[config.mk]
export PLATFORM = sky130hd
export DESIGN_NAME = plg_logic_cell_group
export DESIGN_NICKNAME = d
export VERILOG_FILES = /design/src/core/plg_pkg.sv /design/src/core/plg_slice.sv /design/src/core/plg_logic_cell_group.sv
export SDC_FILE = /design/constraint.sdc
export NUM_CORES = 1
export LEC_CHECK = 0
export BUFFER_PORTS_ARGS = -buffer_cell sky130_fd_sc_hd__buf_4
export CORE_MARGIN = 2
export CORE_UTILIZATION = 35
export DETAILED_ROUTE_END_ITERATION = 12
export PLACE_DENSITY = 0.56
export SETUP_SLACK_MARGIN = 0.15
export SLEW_MARGIN = 20
export SYNTH_ARGS = -nofsm -noshare
export SYNTH_HDL_FRONTEND = slang
export SYNTH_SLANG_ARGS = --single-unit
[constraint.sdc]
create_clock -name sys_clk -period 3.9 [get_ports sys_clk]
set_input_delay 0.195 -clock sys_clk [delete_from_list [all_inputs] [get_ports sys_clk]]
set_output_delay 0.195 -clock sys_clk [all_outputs]
set_load 0.02 [all_outputs]
[src/core/plg_pkg.sv]
/*
 plg_pkg: constants, modes and carriers for the logic cell group.
 Assumes all fabric inputs are synchronous to sys_clk.
*/
`default_nettype none
package plg_pkg;
    localparam int NUM_SLICES     = 4;
    localparam int RAM_TABLES     = 4;  // two lut tables in each of slices 0, 1
    localparam int RAM_CTRL_SLICE = 2;
    localparam logic [15:0] RAM_RESET     = 16'h0000;
    localparam logic [1:0]  Q_RESET       = 2'h0;
    localparam logic        CLK_LVL_RESET = 1'h1;
    localparam logic        CARRY_RESET   = 1'h0;

    typedef enum logic [3:0] {
        PLG_LOGIC  = 4'h1,
        PLG_RIPPLE = 4'h2,
        PLG_RAM    = 4'h4,
        PLG_ROM    = 4'h8
    } plg_mode_t;

    typedef struct packed {
        logic [3:0] lut0;
        logic [3:0] lut1;
        logic [1:0] m;
        logic       ce;
        logic       local_set_reset;
        logic       clk;
    } plg_slice_in_t;

    typedef struct packed {
        plg_mode_t   mode;
        logic [15:0] init0;
        logic [15:0] init1;
        logic        neg_clk;
        logic        latch;
        logic        sr_async;
        logic        sr_val;
    } plg_slice_cfg_t;

    typedef struct packed {
        logic [1:0] f;
        logic [1:0] q;
        logic       wide_mux_out_lo;
        logic       wide_mux_out_hi;
        logic       carry_output;
    } plg_slice_out_t;

    function automatic logic plg_lut4(input logic [15:0] tbl,
                                      input logic [3:0]  idx);
        return tbl[idx];
    endfunction
endpackage
`default_nettype wire

[src/core/plg_slice.sv]
/*
 plg_slice: one slice, two lut4s, carry cell, lut5 mux, two storage
 elements. Assumes tables and a selected, qualified clock come from above.
*/
`timescale 1ns/1ns
`default_nettype none
module plg_slice (
    input  wire logic                  sys_clk,
    input  wire logic                  reset,
    input  wire plg_pkg::plg_slice_in_t  din,
    input  wire plg_pkg::plg_slice_cfg_t cfg,
    input  wire logic [15:0]           tbl0,
    input  wire logic [15:0]           tbl1,
    input  wire logic                  carry_in,
    output logic [1:0]                 f,
    output logic [1:0]                 q,
    output logic                       wide_lo,
    output logic                       carry_out,
    output logic                       clk_edge
);
    logic       p0;
    logic       p1;
    logic       c1;
    logic       lvl;
    logic       open_ph;
    logic       lvl_r;
    logic       lvl_nxt;
    logic [1:0] q_r;
    logic [1:0] q_nxt;

    always_comb begin
        p0 = plg_pkg::plg_lut4(tbl0, din.lut0);
        p1 = plg_pkg::plg_lut4(tbl1, din.lut1);
        c1 = p0 ? carry_in : din.lut0[0];
        if (cfg.mode == plg_pkg::PLG_RIPPLE) begin
            f         = {p1 ^ c1, p0 ^ carry_in};
            carry_out = p1 ? c1 : din.lut1[0];
        end else begin
            f         = {p1, p0};
            carry_out = carry_in;
        end
        wide_lo  = din.m[0] ? f[1] : f[0];
        lvl      = din.clk ^ cfg.neg_clk;
        lvl_nxt  = lvl;
        clk_edge = lvl & ~lvl_r;
        open_ph  = cfg.latch ? lvl : clk_edge;
        q_nxt    = q_r;
        if (din.local_set_reset && (cfg.sr_async || open_ph)) begin
            q_nxt = {2{cfg.sr_val}};
        end else if (open_ph && din.ce) begin
            q_nxt = f;
        end
    end

    always_ff @(posedge sys_clk or posedge reset) begin
        if (reset) begin
            lvl_r <= plg_pkg::CLK_LVL_RESET;
            q_r   <= plg_pkg::Q_RESET;
        end else begin
            lvl_r <= lvl_nxt;
            q_r   <= q_nxt;
        end
    end

    assign q = q_r;
endmodule // plg_slice
`default_nettype wire

[src/core/plg_logic_cell_group.sv]
/*
 plg_logic_cell_group: four slices with carry chain, wide muxes,
 distributed ram in slices 0 and 1 run from slice 2, clock select and
 chip select. Assumes fabric inputs synchronous to sys_clk; all outputs
 are registered, q two cycles and the rest one cycle after the inputs.
*/
// What this block does
// - four slices, each two lut4s feeding two storage elements
// - only slices 0 and 1 may act as ram; slices 2 and 3 never
// - each slice selectable as logic, ripple carry or rom
// - wide muxes build five to eight input functions
// - set/reset to storage, chosen synchronous or asynchronous
// - storage as flop or latch, either clock polarity
// - thirteen routing inputs plus a carry input per slice
// - six routing outputs and one carry output per slice
// - clock select, chip select qualifier, wide ram decode
// - slice 2 supplies ram write clock and write enable
// - ram write data bits 3:2 to slice 1, 1:0 to slice 0
// - four bit ram write address from slice 2 lut inputs
`timescale 1ns/1ns
`default_nettype none
module plg_logic_cell_group (
    input  wire logic                         sys_clk,
    input  wire logic                         reset,
    input  wire plg_pkg::plg_slice_in_t  [3:0] slice_in,
    input  wire plg_pkg::plg_slice_cfg_t [3:0] slice_cfg,
    input  wire logic                         global_clk,
    input  wire logic                         clk_sel,
    input  wire logic                         cs_en,
    input  wire logic                         chip_sel,
    input  wire logic                         carry_input,
    input  wire logic                         wide_ext_in,
    output logic                              carry_output,
    output var plg_pkg::plg_slice_out_t  [3:0] slice_out
);
    plg_pkg::plg_slice_in_t [3:0]  sin;
    plg_pkg::plg_slice_out_t [3:0] out_nxt;
    plg_pkg::plg_slice_out_t [3:0] out_r;
    logic [3:0][1:0][15:0]         tbl;
    logic [3:0][1:0]               f;
    logic [3:0][1:0]               q;
    logic [3:0]                    lo;
    logic [3:0]                    hi;
    logic [3:0]                    edge_s;
    logic [4:0]                    cy;
    logic                          cs_ok;
    logic                          mem_write_enable;
    logic [3:0]                    mem_write_address;
    logic [3:0]                    mem_write_data;
    logic [15:0]                   ram_r   [0:3];
    logic [15:0]                   ram_nxt [0:3];
    logic                          carry_r;
    logic                          carry_nxt;

    // ram decode, shared by write lanes and read tables
    function automatic logic ram_mode(input plg_pkg::plg_slice_cfg_t c);
        return c.mode == plg_pkg::PLG_RAM;
    endfunction

    // clock select and chip select qualify every slice
    always_comb begin
        cs_ok = !cs_en || chip_sel;
        for (int s = 0; s < plg_pkg::NUM_SLICES; s++) begin
            sin[s]    = slice_in[s];
            sin[s].clk = clk_sel ? global_clk : slice_in[s].clk;
            sin[s].ce  = slice_in[s].ce & cs_ok;
        end
    end

    // ram controls all come from slice 2
    always_comb begin
        mem_write_enable = slice_in[plg_pkg::RAM_CTRL_SLICE].local_set_reset
                           & edge_s[plg_pkg::RAM_CTRL_SLICE] & cs_ok;
        mem_write_address = slice_in[plg_pkg::RAM_CTRL_SLICE].lut0;
        mem_write_data    = slice_in[plg_pkg::RAM_CTRL_SLICE].lut1;
    end

    // table index i: slice i/2, lut i%2; data bit i lands in table i
    always_comb begin
        for (int i = 0; i < plg_pkg::RAM_TABLES; i++) begin
            ram_nxt[i] = ram_r[i];
            if (mem_write_enable && ram_mode(slice_cfg[i >> 1])) begin
                ram_nxt[i][mem_write_address] = mem_write_data[i];
            end
        end
    end

    always_ff @(posedge sys_clk or posedge reset) begin
        if (reset) begin
            for (int i = 0; i < plg_pkg::RAM_TABLES; i++) begin
                ram_r[i] <= plg_pkg::RAM_RESET;
            end
        end else begin
            for (int i = 0; i < plg_pkg::RAM_TABLES; i++) begin
                ram_r[i] <= ram_nxt[i];
            end
        end
    end

    // ram tables only for slices 0 and 1; slices 2, 3 read their init
    always_comb begin
        for (int s = 0; s < plg_pkg::NUM_SLICES; s++) begin
            tbl[s][0] = slice_cfg[s].init0;
            tbl[s][1] = slice_cfg[s].init1;
        end
        for (int s = 0; s < 2; s++) begin
            if (ram_mode(slice_cfg[s])) begin
                tbl[s][0] = ram_r[2 * s];
                tbl[s][1] = ram_r[2 * s + 1];
            end
        end
    end

    assign cy[0] = carry_input;

    generate
        for (genvar g = 0; g < plg_pkg::NUM_SLICES; g++) begin : g_slice
            plg_slice u_slice (
                .sys_clk   (sys_clk),
                .reset     (reset),
                .din       (sin[g]),
                .cfg       (slice_cfg[g]),
                .tbl0      (tbl[g][0]),
                .tbl1      (tbl[g][1]),
                .carry_in  (cy[g]),
                .f         (f[g]),
                .q         (q[g]),
                .wide_lo   (lo[g]),
                .carry_out (cy[g + 1]),
                .clk_edge  (edge_s[g])
            );
        end
    endgenerate

    // lut6 in slices 0 and 2, lut7 in slice 1, lut8 in slice 3
    always_comb begin
        hi[0] = slice_in[0].m[1] ? lo[1] : lo[0];
        hi[2] = slice_in[2].m[1] ? lo[3] : lo[2];
        hi[1] = slice_in[1].m[1] ? hi[2] : hi[0];
        hi[3] = slice_in[3].m[1] ? wide_ext_in : hi[1];
    end

    always_comb begin
        for (int s = 0; s < plg_pkg::NUM_SLICES; s++) begin
            out_nxt[s].f               = f[s];
            out_nxt[s].q               = q[s];
            out_nxt[s].wide_mux_out_lo = lo[s];
            out_nxt[s].wide_mux_out_hi = hi[s];
            out_nxt[s].carry_output    = cy[s + 1];
        end
        carry_nxt = cy[plg_pkg::NUM_SLICES];
    end

    always_ff @(posedge sys_clk or posedge reset) begin
        if (reset) begin
            out_r   <= '0;
            carry_r <= plg_pkg::CARRY_RESET;
        end else begin
            out_r   <= out_nxt;
            carry_r <= carry_nxt;
        end
    end

    assign slice_out    = out_r;
    assign carry_output = carry_r;
endmodule // plg_logic_cell_group
`default_nettype wire

==> results.txt <==
The flow ran to the end, and the final reports show no timing, DRC or antenna violations. The sum of routed wire length over all layers is 19,700 um. The count of buffers added by post-CTS timing repair for setup came out at 0. The y dimension of the die is 141 um. The number of register bits inferred by synthesis came out at 104. The CTS clock-pin slew for the worst setup and hold paths came out at 0.07 ns. The depth of the critical timing path with buffers and inverters included is 13. The later pin in the worst-skew pair is clocked with a latency of 0.36 ns. The number of global-route vias before repair is 5,839. The depth of the worst hold-timing path came out at 2. The pin count of the biggest net entering global routing came out at 74. In this run the power density over the cells is 328 nW/um2.

The clock tree from TritonCTS is done. The Yosys step of the flow raised 0 warnings. The first global-routing pass estimated 30,700 um of wire. The distinct cell type count of the synthesized netlist is 81. The largest incremental delay on the critical path came out at 0.51 ns. The max capacitance violation total came out at 0. The post-route antenna net violation count is 0. The kind of end point of the critical path is a flip-flop. The fraction of post-synthesis cell area in the top cell type by area came out at 0.379.

The number of buffers inserted during clock tree synthesis is 9. The count of buffers from port buffering came out at 248. The tightest min-delay check is of the input pin to flip-flop type. The total via count in the routed design is 5,572. The share of the synthesized area in compound gates (AO/OA/AOI/OAI) is 0.104. The signal on the critical path passes through buf_4 -> or4b_1 -> buf_4 -> mux2_2 -> o22ai_1 -> mux2_2 -> o311a_1 -> a31oi_2 -> a211oi_1 -> o21ai_0 -> or3b_1 -> a21oi_2 -> o31ai_1. The final weighted congestion of routability-driven global placement came out at 0.917. The global router's overall resource usage is 0.200. The first detailed-routing pass ran for 4 iterations. The maximum number of buffers from clock root to sink came out at 2. The H-tree generated during clock tree synthesis spans 3 levels.

The post-synthesis instance total is 567. The post-synthesis async set-or-reset flop share came out at 1.00. The count of final hold-check violations is 0. The post-synthesis share of cell area spent on xor and xnor gates is 0.0119. Among cell families on the critical path, the largest total delay comes from compound AO/OA/AOI/OAI gates.

Clock tree synthesis selected as its root buffer the cell sky130_fd_sc_hd__clkbuf_16. The share of cell area taken by muxes after synthesis is 0.305. After detailed routing, the number of vias per cell comes to 5.35. The per-instance average area after synthesis came out at 11.6 um2.

The setup path with the least slack is of type input pin to flip-flop. After synthesis, the cell types taking the most area are sky130_fd_sc_hd__dfrtp_1 (38%), sky130_fd_sc_hd__mux2_2 (12%), sky130_fd_sc_hd__mux4_2 (8.2%). The HPWL reported at the end of detailed placement came out at 16,000 um. The number of buffers and inverters on the critical path is 2.

Summed over all instances, the cell type with the most area after synthesis is sky130_fd_sc_hd__dfrtp_1. For the worst setup path, the data required time is 4.13 ns. By count the netlist is led by sky130_fd_sc_hd__dfrtp_1 (100), sky130_fd_sc_hd__mux2_2 (69), sky130_fd_sc_hd__nor2_1 (56). The final net count is 1,024. The main flop type after synthesis is sky130_fd_sc_hd__dfrtp_1. The number of synthesized flops with an enable pin is 0. The quantity of hold-fixing buffers added after cts came out at 0.

Clock skew on the completed layout was measured at 0.0102 ns. The total negative setup slack is 0 ns. The worst reg2reg path depth is 10. After detailed routing, the average wire length per cell comes to 18.9 um. The adder and majority cell fraction of the synthesized area came out at 0. The peak supply drop is 200 uV. Setup repair after global routing left no endpoint under its margin. Of the available clock period, the critical path in the final layout requires 0.841. The slowest stage of the critical path belongs to the cell sky130_fd_sc_hd__or4b_1.

After synthesis, the largest family of logic cells by area is multiplexers. The worst-margin pin slew came out at 0.919 ns. In this run, post-CTS repair resized a total of 0 instances. The largest driver fanout on the critical path came out at 25.

The highest clock frequency the design can meet came out at 305 MHz. The number of slew-limit violations in the final report came out at 0. The starting density of the core is 0.355. The most used standard cell by instance count after synthesis is sky130_fd_sc_hd__dfrtp_1. The area added between synthesis and finish is 35.4%. The antenna diode instance count is 0. After floorplanning, the core was divided into 50 placement rows.

The clock net in this run drives a total of 104 sinks. The area share of and/or/nand/nor cells after synthesis came out at 0.141. The number of placed I/O pins came out at 249. The minimum clock period is 3.28 ns. The final count of negative-setup-slack endpoints is 0. The core box area is 18,600 um2.

After detailed routing, the number of remaining DRC violations is 0. STA classifies the critical path startpoint as an input pin. The synthesized net count is 787.

The arrival time of the worst setup path came out at 3.51 ns. The post-synthesis sequential area ratio is 0.395. The leakage component of the power came out at 4.25 nW.

The summed instance area of the synthesized netlist is 6600 um2. The final global-route overflow total came out at 0. The initial antenna violation count is 0. The floorplan step set the die width to 141 um.

The full die area is 20,000 um2. The share of final-layout standard cells stronger than drive strength 1 came out at 0.495. In this run the tightest slew margin relative to its limit is 0.378. The completed layout was analyzed and its total power is 2.93 mW. The violation count after the first detailed-route iteration is 271.
-- final cells by class --
class                      count  area (um2)
fill                        1751        9640
multi-input combinational    411        3710
sequential                   104        2610
timing repair buffer         256        1920
tap                          234         293
clock buffer                   9         225
clock inverter                 6        91.3
inverter                      22        85.1
-- worst paths after layout --
path                                       endpoint  slack, ns               startpoint
max                                    slice_out[8]       0.62            slice_cfg[36]
min                        g_slice[1].u_slice.lvl_r       0.02            slice_cfg[43]
max reg2reg                            slice_out[8]       0.93                ram_r[14]
min reg2reg                            slice_out[4]       0.40  g_slice[0].u_slice.q[1]
max in group asynchronous                 ram_r[43]       2.89                    reset
min in group asynchronous             slice_out[11]       0.04                    reset
-- per-layer routing --
metal / part of all wire / global-route usage / up-vias
met2: 0.52 / 0.348 / 177
li1: - / - / 2618
met1: 0.41 / 0.252 / 2754
met3: 0.053 / 0.0408 / 23
met4: 0.018 / 0.0595 / 0
met5: 0 / 0 / -
-- placed cells by master (no fill, tap or decap), types with 4 or more instances in the layout --
| cell type | n |
|---|---|
| sky130_fd_sc_hd__a22oi_1 | 4 |
| sky130_fd_sc_hd__nor4b_1 | 5 |
| sky130_fd_sc_hd__and3_1 | 4 |
| sky130_fd_sc_hd__nor3_1 | 6 |
| sky130_fd_sc_hd__mux4_2 | 24 |
| sky130_fd_sc_hd__dfrtp_1 | 100 |
| sky130_fd_sc_hd__mux2i_1 | 25 |
| sky130_fd_sc_hd__xnor2_1 | 7 |
| sky130_fd_sc_hd__and2_1 | 6 |
| sky130_fd_sc_hd__inv_1 | 21 |
| sky130_fd_sc_hd__nand3_1 | 14 |
| sky130_fd_sc_hd__a311oi_1 | 5 |
| sky130_fd_sc_hd__o21ai_0 | 11 |
| sky130_fd_sc_hd__a21oi_1 | 15 |
| sky130_fd_sc_hd__nor2b_1 | 7 |
| sky130_fd_sc_hd__nor3b_1 | 5 |
| sky130_fd_sc_hd__nand3b_1 | 4 |
| sky130_fd_sc_hd__mux2_2 | 69 |
| sky130_fd_sc_hd__buf_4 | 256 |
| sky130_fd_sc_hd__nand2_1 | 38 |
| sky130_fd_sc_hd__dfstp_2 | 4 |
| sky130_fd_sc_hd__a21boi_0 | 4 |
| sky130_fd_sc_hd__nor2_1 | 56 |
| sky130_fd_sc_hd__nand2b_1 | 8 |
| sky130_fd_sc_hd__or2_2 | 4 |
| sky130_fd_sc_hd__mux4_1 | 16 |
| sky130_fd_sc_hd__clkbuf_16 | 9 |
-- power by group --
group / internal [mW] / total, mW / switching, mW
sequential: 1.16 / 1.20 / 0.0367
clock: 0.565 / 0.985 / 0.419
combinational: 0.384 / 0.744 / 0.360
-- cells by family after synthesis --
group | Yosys count
XOR/XNOR | 9
AO/OA/AOI/OAI | 89
flip-flops | 104
multiplexers | 135
AND/OR/NAND/NOR | 178
buffers and inverters | 52
-- state kept, by name (all words and copies together), names as in the netlist --
register,cells
g_slice.u_slice.q,8
carry_output,1
slice_out,27
ram_r,64
g_slice.u_slice.lvl_r,4
-- through the flow --
step           utilization  hold slack [ns]  setup slack, ns  instance area [um2]  std cells
4_1_cts              0.481          0.00660            0.628                 8940       1042
3_3_place_gp         0.464            0.371            0.303                 8620       1027
2_1_floorplan            -            0.266            0.665                 6600        567
3_5_place_dp         0.464            0.387            0.248                 8620       1027
6_report             0.481           0.0189            0.621                 8940       1042
5_1_grt              0.481           0.0113            0.398                 8940       1042
No activity file was read; power rests on OpenSTA's default activity.
